<file path="src/design/omc_map.svh">
// Constants for the operating mode controller: startup codes and encodings.
// Assumes inclusion by the package and the controller module only.
`ifndef OMC_MAP_SVH
`define OMC_MAP_SVH

// Startup setting codes, held as 16-bit BCD-style words.
`define OMC_SU_SWITCH    16'h0000
`define OMC_SU_RESUME    16'h0100
`define OMC_SU_FIX_EDIT  16'h0200
`define OMC_SU_FIX_MON   16'h0201
`define OMC_SU_FIX_RUN   16'h0202
`define OMC_SU_DEFAULT   16'h0000

// Operating mode encodings.
`define OMC_MODE_EDIT    2'h0
`define OMC_MODE_MON     2'h1
`define OMC_MODE_RUN     2'h2

`endif

</file>
<file path="src/design/omc_pkg.sv">
// Types shared by the operating mode controller and its bench.
// Assumes omc_map.svh is on the include path.
`include "omc_map.svh"

package omc_pkg;

    // Operating mode of the controller.
    typedef enum logic [1:0] {
        OMC_EDIT = `OMC_MODE_EDIT,
        OMC_MON  = `OMC_MODE_MON,
        OMC_RUN  = `OMC_MODE_RUN
    } omc_mode_t;

    // Console key strobes, each a one-cycle pulse.
    typedef struct packed {
        logic clear;
        logic shift;
        logic aux_hold;
        logic other;
    } omc_keys_t;

    // Permission flags derived from the mode.
    typedef struct packed {
        logic exec;
        logic io_refresh;
        logic force_ok;
        logic value_ok;
        logic edit_ok;
        logic status_ok;
    } omc_perm_t;

endpackage : omc_pkg

</file>
<file path="src/design/omc_ctrl.sv">
// Operating mode controller: startup mode choice, mode permissions,
// mode-change display, shift latch and area key selection.
// Assumes key strobes are clean pulses from same-clock logic; console
// presence, device presence and mode switch arrive from pins.
//
// Summary of operation
// - Code 0000 with console follows mode switch.
// - Code 0000, no console: run or editing.
// - Code 0100 resumes mode held at power loss.
// - Codes 0200/0201/0202 start in editing/monitor/run; a later switch turn still changes mode.
// - Startup setting defaults to 0000.
// - Editing mode never executes the program.
// - Monitor mode executes and allows forcing/edits.
// - Run mode permits monitoring, rejects forcing/values.
// - Mode display blocks keys until clear key.
// - Shift during switch turn suppresses display.
// - Shift press toggles latch with indicator.
// - Latched shift picks aux area, else hold.
`timescale 1ns/1ps
`default_nettype none
`include "omc_map.svh"

module omc_ctrl (
    input  wire logic               i_sys_clk,       // 40 MHz clock.
    input  wire logic               i_sys_rst,       // Power-on reset.
    input  wire logic [15:0]        i_startup_mode_setting, // Stored code.
    input  wire logic               i_setting_valid, // Code has been loaded.
    input  wire logic [1:0]         i_retained_mode, // Mode kept at loss.
    input  wire logic               i_console_present, // Pin, async.
    input  wire logic               i_other_device,  // Pin, async.
    input  wire logic [1:0]         i_mode_switch,   // Pin, async.
    input  wire omc_pkg::omc_keys_t i_keys,          // Key strobes.
    output logic [1:0]              o_mode,          // Current mode.
    output var omc_pkg::omc_perm_t  o_perm,          // Mode permissions.
    output logic                    o_mode_display,  // Mode name shown.
    output logic                    o_shift_ind,     // Shift indicator.
    output logic                    o_area_aux,      // Area pick is aux.
    output logic                    o_area_strobe,   // Area pick valid.
    output logic                    o_key_accept,    // Non-mode key taken.
    output logic [1:0]              o_retain_mode,   // Mode to keep.
    output logic                    o_retain_we,     // Write retained.
    output logic                    o_started        // Startup done.
);
    import omc_pkg::*;

    ////////////////////////////////////////////////////////////////////////
    // Pin synchronisers.

    logic [1:0] sync_pres_a;  // Presence pins, first stage.
    logic [1:0] sync_pres_b;  // Presence pins, second stage.
    logic [1:0] sync_sw_a;    // Mode switch, first stage.
    logic [1:0] sync_sw_b;    // Mode switch, second stage.
    logic [1:0] sw_last;      // Switch value seen last cycle.

    // Two stages each; only the second stage is read by logic.
    always_ff @(posedge i_sys_clk or posedge i_sys_rst) begin
        if (i_sys_rst) begin
            sync_pres_a <= 2'h0;
            sync_pres_b <= 2'h0;
            sync_sw_a   <= `OMC_MODE_EDIT;
            sync_sw_b   <= `OMC_MODE_EDIT;
            sw_last     <= `OMC_MODE_EDIT;
        end else begin
            sync_pres_a <= {i_console_present, i_other_device};
            sync_pres_b <= sync_pres_a;
            sync_sw_a   <= i_mode_switch;
            sync_sw_b   <= sync_sw_a;
            sw_last     <= sync_sw_b;
        end
    end

    wire logic console = sync_pres_b[1];
    wire logic other   = sync_pres_b[0];

    // Map a raw two-bit switch code onto a legal mode; an unused code
    // is treated as editing mode, the safe choice.
    function automatic logic [1:0] legal_mode(input logic [1:0] m);
        case (m)
            `OMC_MODE_MON: legal_mode = `OMC_MODE_MON;
            `OMC_MODE_RUN: legal_mode = `OMC_MODE_RUN;
            default:       legal_mode = `OMC_MODE_EDIT;
        endcase
    endfunction : legal_mode

    ////////////////////////////////////////////////////////////////////////
    // Startup choice and mode register.

    typedef enum logic [1:0] {
        ST_WAIT   = 2'b00,
        ST_SETTLE = 2'b01,
        ST_ACTIVE = 2'b10
    } omc_state_t;

    omc_state_t state;        // Startup sequencer.
    omc_state_t next_state;
    logic [1:0] mode;         // Current operating mode.
    logic [1:0] next_mode;
    logic       retain_we;
    logic       next_retain_we;
    logic       sw_change;    // Switch turned while active.
    logic       started;      // Startup choice made, kept in a flop.
    logic       next_started;

    assign sw_change = (state == ST_ACTIVE) && (sync_sw_b != sw_last)
                       && console;

    // The settle state waits for the synchronisers to carry real pin
    // levels before the startup choice is made.
    always_comb begin
        next_state     = state;
        next_mode      = mode;
        next_retain_we = 1'b0;
        case (state)
            ST_WAIT: begin
                if (i_setting_valid) begin
                    next_state = ST_SETTLE;
                end
            end
            ST_SETTLE: begin
                next_state     = ST_ACTIVE;
                next_retain_we = 1'b1;
                case (i_startup_mode_setting)
                    `OMC_SU_RESUME: begin
                        next_mode = legal_mode(i_retained_mode);
                    end
                    `OMC_SU_FIX_EDIT: next_mode = `OMC_MODE_EDIT;
                    `OMC_SU_FIX_MON:  next_mode = `OMC_MODE_MON;
                    `OMC_SU_FIX_RUN:  next_mode = `OMC_MODE_RUN;
                    default: begin
                        // Code 0000 and unknown codes behave alike.
                        if (console) begin
                            next_mode = legal_mode(sync_sw_b);
                        end else if (other) begin
                            next_mode = `OMC_MODE_EDIT;
                        end else begin
                            next_mode = `OMC_MODE_RUN;
                        end
                    end
                endcase
            end
            ST_ACTIVE: begin
                if (sw_change) begin
                    next_mode      = legal_mode(sync_sw_b);
                    next_retain_we = 1'b1;
                end
            end
            default: begin
                next_state = ST_WAIT;
            end
        endcase
        // Registered so the started output comes straight from a flop.
        next_started = (next_state == ST_ACTIVE);
    end

    // Reset parks the controller in editing mode, so nothing runs
    // before the startup choice is made.
    always_ff @(posedge i_sys_clk or posedge i_sys_rst) begin
        if (i_sys_rst) begin
            state     <= ST_WAIT;
            mode      <= `OMC_MODE_EDIT;
            retain_we <= 1'b0;
            started   <= 1'b0;
        end else begin
            state     <= next_state;
            mode      <= next_mode;
            retain_we <= next_retain_we;
            started   <= next_started;
        end
    end

    ////////////////////////////////////////////////////////////////////////
    // Console display, shift latch and key handling.

    logic disp;        // Mode name on screen.
    logic next_disp;
    logic shift;       // Shift latched.
    logic next_shift;
    logic aux;         // Area pick.
    logic next_aux;
    logic area_stb;
    logic next_area_stb;
    logic accept;
    logic next_accept;
    logic keys_free;   // Keys may act this cycle.

    assign keys_free = (state == ST_ACTIVE) && !disp;

    // A switch turn sets the display unless shift is held, and the set
    // wins over a clear arriving in the same cycle.
    always_comb begin
        next_disp     = disp;
        next_shift    = shift;
        next_aux      = aux;
        next_area_stb = 1'b0;
        next_accept   = 1'b0;
        if (disp && i_keys.clear) begin
            next_disp = 1'b0;
        end
        if (sw_change && !shift) begin
            next_disp = 1'b1;
        end
        if (keys_free) begin
            if (i_keys.shift) begin
                next_shift = !shift;
            end else if (i_keys.aux_hold) begin
                next_aux      = shift;
                next_area_stb = 1'b1;
                next_accept   = 1'b1;
                next_shift    = 1'b0;
            end else if (i_keys.other || i_keys.clear) begin
                next_accept = 1'b1;
                next_shift  = 1'b0;
            end
        end
    end

    // Holds the console-facing state.
    always_ff @(posedge i_sys_clk or posedge i_sys_rst) begin
        if (i_sys_rst) begin
            disp     <= 1'b0;
            shift    <= 1'b0;
            aux      <= 1'b0;
            area_stb <= 1'b0;
            accept   <= 1'b0;
        end else begin
            disp     <= next_disp;
            shift    <= next_shift;
            aux      <= next_aux;
            area_stb <= next_area_stb;
            accept   <= next_accept;
        end
    end

    ////////////////////////////////////////////////////////////////////////
    // Registered outputs.

    omc_perm_t next_perm;

    // Permissions follow the mode of the next cycle so they align with
    // the registered mode output.
    always_comb begin
        next_perm = '0;
        case (next_mode)
            `OMC_MODE_MON: begin
                next_perm = 6'h3f;
            end
            `OMC_MODE_RUN: begin
                next_perm.exec       = 1'b1;
                next_perm.io_refresh = 1'b1;
                next_perm.status_ok  = 1'b1;
            end
            default: begin
                next_perm.edit_ok   = 1'b1;
                next_perm.status_ok = 1'b1;
            end
        endcase
        if (next_state != ST_ACTIVE) begin
            next_perm = '0;
        end
    end

    // Output flops; the retained-mode port mirrors the mode register.
    always_ff @(posedge i_sys_clk or posedge i_sys_rst) begin
        if (i_sys_rst) begin
            o_perm <= '0;
        end else begin
            o_perm <= next_perm;
        end
    end

    always_comb o_mode         = mode;
    always_comb o_retain_mode  = mode;
    always_comb o_retain_we    = retain_we;
    always_comb o_mode_display = disp;
    always_comb o_shift_ind    = shift;
    always_comb o_area_aux     = aux;
    always_comb o_area_strobe  = area_stb;
    always_comb o_key_accept   = accept;
    always_comb o_started      = started;

endmodule : omc_ctrl
`default_nettype wire

</file>
<file path="config.mk">
export PLATFORM = sky130hd
export DESIGN_NAME = omc_ctrl
export DESIGN_NICKNAME = d
export VERILOG_FILES = /design/src/design/omc_pkg.sv /design/src/design/omc_ctrl.sv
export VERILOG_INCLUDE_DIRS = /design/src /design/src/design
export SDC_FILE = /design/constraint.sdc
export NUM_CORES = 1
export LEC_CHECK = 0
export BUFFER_PORTS_ARGS = -buffer_cell sky130_fd_sc_hd__buf_4
export CELL_PAD_IN_SITES_DETAIL_PLACEMENT = 1
export CELL_PAD_IN_SITES_GLOBAL_PLACEMENT = 1
export CORE_MARGIN = 10
export CORE_UTILIZATION = 33
export DETAILED_ROUTE_END_ITERATION = 8
export HOLD_SLACK_MARGIN = 0.03
export PLACE_DENSITY_LB_ADDON = 0.08
export SYNTH_ARGS = -nofsm -noshare
export SYNTH_HDL_FRONTEND = slang
export SYNTH_SLANG_ARGS = --single-unit
</file>
<file path="constraint.sdc">
create_clock -name i_sys_clk -period 1.9 [get_ports i_sys_clk]
set_input_delay 0 -clock i_sys_clk [delete_from_list [all_inputs] [get_ports i_sys_clk]]
set_output_delay 0 -clock i_sys_clk [all_outputs]
set_load 0.01 [all_outputs]
</file>
==> impl_metrics.toml, run 1 <==
[route]
totalWireLength_mm = 3.71
drc = 0
viasPerCell = 4.95
wl_per_cell_um = 16.1
initialDrtViolationCount = 46
antenna_left = 0
drt_first_pass_iters = 4
num_vias = 1144

[sta]
fin_crit_sh_pct = 105
fin_ws_ns = -0.0903
slew_headroom_pct = 69.5
post-route-min-period_ns = 1.99
finalHoldViolations = 0
clock-skew-final_ns = 0.00420
setup_viol = 2
slew_violations = 0
fmax_mhz = 502
tightest_slew_ns = 0.451
rsz0062_at_grt = "yes"

[worst_setup_path]
r2r_end = "o_perm[3]$_DFF_PP0_"
cpPeakStageDelay_ns = 0.44
cp_max_fo = 5
startpoint_type = "flop"
startpoint = "state[1]$_DFF_PP0_"
crit_top_cell = "ha_4"
slowest_stage = "dfrtp_1"
end_kind = "flop"
worstPathArrival_ns = 2.16
reg2reg_from = "state[1]$_DFF_PP0_"
cp.required_ns = 2.07
crit_path_end = "o_perm[3]$_DFF_PP0_"
rr_worst_depth = 8
path_class = "reg -> reg"
worstPathCellList = "inv_2 -> ha_4 -> and4b_1 -> o211ai_1 -> o221ai_2 -> or3b_4 -> ha_4 -> and2_4"
reg2reg_slack_ns = -0.09

[yosys]
yosysUniqueCellTypes = 42
yosysTopAreaCell = "dfrtp_1"
mappedNetlistArea_um2 = 1220
synth-edff-count = 0
netlist.area_leader.share_pct = 49.3
synth-seq-cells = 24
synth_area_leaders = "dfrtp_1, ha_1, buf_4"
ys_async_sr_fraction_pct = 100
synth_fp_nets = 145
syn_inst = 110
yosys_warnings = 0
ys_seq_area_share_pct = 49.3
synth-main-ff-cell = "dfrtp_1"
synth.avg_cell_area_um2 = 11.1

[floorplanning]
row_count = 22
die_h_um = 80.7
die_w_um = 80.7
core_um2 = 3610
start_util_pct = 33.8
num_io_pins = 46
dieArea_um2 = 6520

[finish]
syn_to_final_growth_pct = 60.1
multi_input_area_um2 = 609
layout_common_cells = "buf_4, dfrtp_1, dlygate4sd3_1"
fin_nets = 219
n_fill_cell = 390
layout.cells.non_filler = 231
antenna_cells = 0
final_common_cell = "buf_4"
register_area_um2 = 601
drive_above_1_share_pct = 49.2

[power_and_ir_drop]
p_clk_share_pct = 14.7
combPwrFrac_pct = 54.4
power.switching_uw = 848
power_frac_seq_pct = 31.0
powerDensity_nw_per_um2 = 1220
finalPower_uw = 2370
max-vdd-ir-drop_mv = 0.540
p_sw_share_pct = 35.8
static-leakage-power_uw = 0.000916
p_int_uw = 1520

[cts]
clk_pin_slew_worst_paths_ns = 0.09
cts_tree = "built"
cts-root-buf = "clkbuf_8"
cts_buffers = 3
max-clock-path-buffers = 2
clock-sinks = 24
worstSkewPairLatency_ns = 0.27
htree_levels = 1

[grt]
overflow = 0
antenna_found_initial = 0
grt_max_degree = 25
grt_pass1_wl_mm = 6.04
grtUsageTotal_pct = 11.6
grt_pass1_vias = 1292

[placement]
place_inst = 213
port_buffers = 45
dp_slack_ns = -0.128
gp_congestion = 0.826
dp_hpwl_mm = 2.69

[status]
violations = "setup timing"
status = "finished with violations"

[min_path]
hold_class = "in -> reg"

[job]
drv_cap = 0
==> logic make-up after synthesis <==
kind of cell | after synthesis | share of synthesized area [%]
multiplexers | 2 | 1.85
flip-flops | 24 | 49.3
buffers and inverters | 15 | 6.17
AND/OR/NAND/NOR | 40 | 22.6
AO/OA/AOI/OAI | 18 | 10.3
XOR/XNOR | 5 | 3.60
adder cells (fa/ha/maj) | 6 | 6.17
==> stage by stage <==
stage,utilization (%),cell area [um^2],TNS (ns),hold slack (ns)
2_1_floorplan,-,1250,-0.0505,0.0146
5_1_grt,54.1,1950,-0.469,0.0403
3_5_place_dp,47.7,1720,-0.232,0.0760
6_report,54.1,1950,-0.159,0.0466
3_3_place_gp,47.7,1720,-0.0687,0.0691
4_1_cts,53.2,1920,-0.203,0.0438
==> worst min path at each step <==
stage / start / cells after the start / to / slack (ns)
detailed placement: i_sys_rst / 3 / sync_sw_a[0]$_DFF_PP0_ / 0.08
finish: i_keys[1] / 2 / o_area_strobe$_DFF_PP0_ / 0.05
global route: i_keys[1] / 2 / o_area_strobe$_DFF_PP0_ / 0.04
global placement: i_sys_rst / 3 / sync_pres_a[1]$_DFF_PP0_ / 0.07
CTS: i_keys[1] / 2 / o_area_strobe$_DFF_PP0_ / 0.04
floorplan: i_sys_rst / 1 / o_area_aux$_DFFE_PP0P_ / 0.01
==> cells in the mapped netlist, drive strengths merged (2+ instances only) <==
cell / n
buf: 5
mux2: 2
o211ai: 3
a211oi: 2
ha: 6
xnor2: 2
a21oi: 4
nor4b: 2
o21ai: 2
nor4: 2
nand2b: 2
inv: 9
and2: 3
nor3: 2
or4: 3
xor2: 3
dfrtp: 24
nand2: 5
nor2: 5
nand3b: 4
nor3b: 3
==> power by group through the flow <==
stage	Clock [uW]	Combinational, uW	Sequential [uW]
final	348	1290	734
after global routing	378	1420	749
after CTS	349	1250	729
after detailed placement	0	1050	738
after global placement	0	1020	732
after floorplan	0	523	782
==> routing by layer <==
metal	up-vias	wire [um]	track usage (%)
li1	534	-	-
met1	553	1450	12.3
met2	47	1820	20.6
met3	10	328	4.30
met4	0	113	3.98
met5	-	0	0
==> timing repair <==
action | in CTS | in global routing
gates resized for setup | 6 | 6
hold buffers | 8 | 0
pin swaps | 8 | 2
setup buffers | 6 | 0
endpoints found under the setup margin | 2 | 3
hold endpoints to repair | 33 | 0
==> registers in the layout, indices dropped and copies added (netlist names), 2 cells and up <==
name	flops
sync_sw_b	2
state	2
o_perm	4
sync_pres_b	2
o_mode	2
sync_sw_a	2
sync_pres_a	2
sw_last	2
==> worst max-delay path: cells and delay by family (launching register included) <==
family                     cells  cell delay (ns)
and+or+nand+nor                3             0.74
DFF                            1             0.44
adders and majority gates      2             0.39
AOI/OAI and AO/OA              2             0.22
buffers and inverters          1             0.10
==> cell type report <==
class	count	area share (%)
tap	48	3.08
sequential	24	30.8
timing repair buffer	75	30.3
clock buffer	4	2.82
inverter	9	1.73
multi-input combinational	71	31.3
No activity file was read; power rests on OpenSTA's default activity.
==> run 2: changes to the inputs <==
- PLACE_DENSITY: default -> 0.73
- PLACE_DENSITY_LB_ADDON: 0.08 -> default
==> run 2 against run 1 <==
The flow still finishes with violations (setup timing). Clock power decreased by 16%. Critical path type unchanged. Sequential power fell by 1%. Count of clock-buffer cells in the layout decreased by 1.
==> impl_metrics.toml, run 2 (synthesis gave the netlist of run 1 again) <==
[grt]
grt_pass1_vias = 1210
grt_pass1_wl_mm = 5.87
overflow = 0
grt_max_degree = 25
grtUsageTotal_pct = 11.2
antenna_found_initial = 0

[job]
drv_cap = 0

[sta]
rsz0062_at_grt = "yes"
post-route-min-period_ns = 1.96
fmax_mhz = 511
fin_crit_sh_pct = 103
slew_violations = 0
slew_headroom_pct = 71.5
fin_ws_ns = -0.0573
finalSetupTns_ns = -0.0573
clock-skew-final_ns = 0.00207
setup_viol = 1
finalHoldViolations = 0
tightest_slew_ns = 0.421

[finish]
layout_common_cells = "buf_4, dfrtp_1, inv_1, dlygate4sd3_1"
largest_reg_flops = 4
antenna_cells = 0
final_common_cell = "buf_4"
drive_above_1_share_pct = 46.9
syn_to_final_growth_pct = 55.1
fin_nets = 214
regMostFlops = "o_perm"
layout.cells.non_filler = 225

[worst_setup_path]
crit_family = "simple AND/OR/NAND/NOR gates"
worstPathArrival_ns = 2.12
critical_path_buf_inv_count = 2
rr_worst_depth = 9
reg2reg_slack_ns = -0.06
crit_top_cell = "ha_4"
startpoint = "state[0]$_DFF_PP0_"
end_kind = "flop"
cpPeakStageDelay_ns = 0.43
cp_max_fo = 2
crit_path_end = "o_perm[3]$_DFF_PP0_"
crit_cells = 9
cp.required_ns = 2.06
path_class = "reg -> reg"
reg2reg_from = "state[0]$_DFF_PP0_"
worstPathCellList = "inv_2 -> buf_6 -> ha_4 -> and4b_1 -> o211ai_1 -> o221ai_2 -> or3b_4 -> ha_4 -> and2_4"
startpoint_type = "flop"
r2r_end = "o_perm[3]$_DFF_PP0_"
slowest_stage = "or3b_4"

[placement]
dp_hpwl_mm = 2.86
place_inst = 213
port_buffers = 45
gp_congestion = 0.793
dp_slack_ns = -0.130

[cts]
cts_buffers = 3
clock-sinks = 24
cts-root-buf = "clkbuf_8"
cts_tree = "built"
clk_pin_slew_worst_paths_ns = 0.08
max-clock-path-buffers = 2
worstSkewPairLatency_ns = 0.26
htree_levels = 1

[route]
antenna_left = 0
viasPerCell = 4.91
totalWireLength_mm = 3.63
wl_per_cell_um = 16.1
initialDrtViolationCount = 15
num_vias = 1104
drt_first_pass_iters = 2
drc = 0

[power_and_ir_drop]
static-leakage-power_uw = 0.000883
max-vdd-ir-drop_mv = 0.658
powerDensity_nw_per_um2 = 1180
finalPower_uw = 2230

[floorplanning]
core_um2 = 3610
start_util_pct = 33.8
die_w_um = 80.7
row_count = 22
dieArea_um2 = 6520
num_io_pins = 46
die_h_um = 80.7

[min_path]
hold_class = "in -> reg"

[status]
violations = "setup timing"
status = "finished with violations"
run 2: cell count changes in the layout (fill, tap and decap cells not counted), sizes merged:
| cell | delta |
|---|---|
| buf | -4 |
| clkbuf | -1 |
| dlygate4sd3 | -1 |
run 2: metal layers:
metal / routed length, um / global-route usage (%) / vias to the layer above / part of all wire (%)
met5: 0 / 0 / - / 0
met4: 38 / 3.11 / 0 / 1.0
met3: 225 / 3.64 / 6 / 6.2
met2: 1880 / 20.4 / 31 / 52
met1: 1480 / 12.2 / 543 / 41
li1: - / - / 524 / -
run 2: how the worst min path moves through the flow:
stage / start / end / slack (ns) / depth (start not counted)
finish: i_keys[1] / o_area_strobe$_DFF_PP0_ / 0.05 / 2
detailed placement: i_sys_rst / sync_pres_a[0]$_DFF_PP0_ / 0.07 / 3
global placement: i_sys_rst / sync_pres_a[1]$_DFF_PP0_ / 0.06 / 3
global route: i_keys[1] / o_area_strobe$_DFF_PP0_ / 0.04 / 2
CTS: i_keys[1] / o_area_strobe$_DFF_PP0_ / 0.04 / 2
floorplan: i_sys_rst / o_area_aux$_DFFE_PP0P_ / 0.01 / 1
run 2: timing repair:
action,in CTS,in global routing
gates cloned,0,0
endpoints found under the setup margin,2,3
setup buffers,2,0
endpoints found under the hold margin,31,0
resized for setup,8,3
pin swaps,3,5
hold buffers,7,0
run 2: area by class of cell:
class | count | area (um^2)
Sequential cell | 24 | 602
Fill cell | 403 | 1720
Timing Repair Buffer | 70 | 554
Inverter | 9 | 33.8
Multi-Input combinational cell | 71 | 597
Clock buffer | 3 | 41.3
Tap cell | 48 | 60.1
run 2: where the power goes:
part	internal, uW	leakage, uW	switching (uW)	total [uW]
sequential	641	0.000299	86.0	727
combinational	639	0.000562	568	1210
clock	141	0.0000216	152	293
total	1420	0.000883	806	2230
run 2: metrics by stage:
step | util, % | area [um^2] | hold slack, ns
2_1_floorplan | - | 1250 | 0.0146
3_3_place_gp | 47.7 | 1720 | 0.0625
3_5_place_dp | 47.7 | 1720 | 0.0729
4_1_cts | 52.1 | 1880 | 0.0415
5_1_grt | 52.4 | 1890 | 0.0395
6_report | 52.4 | 1890 | 0.0458
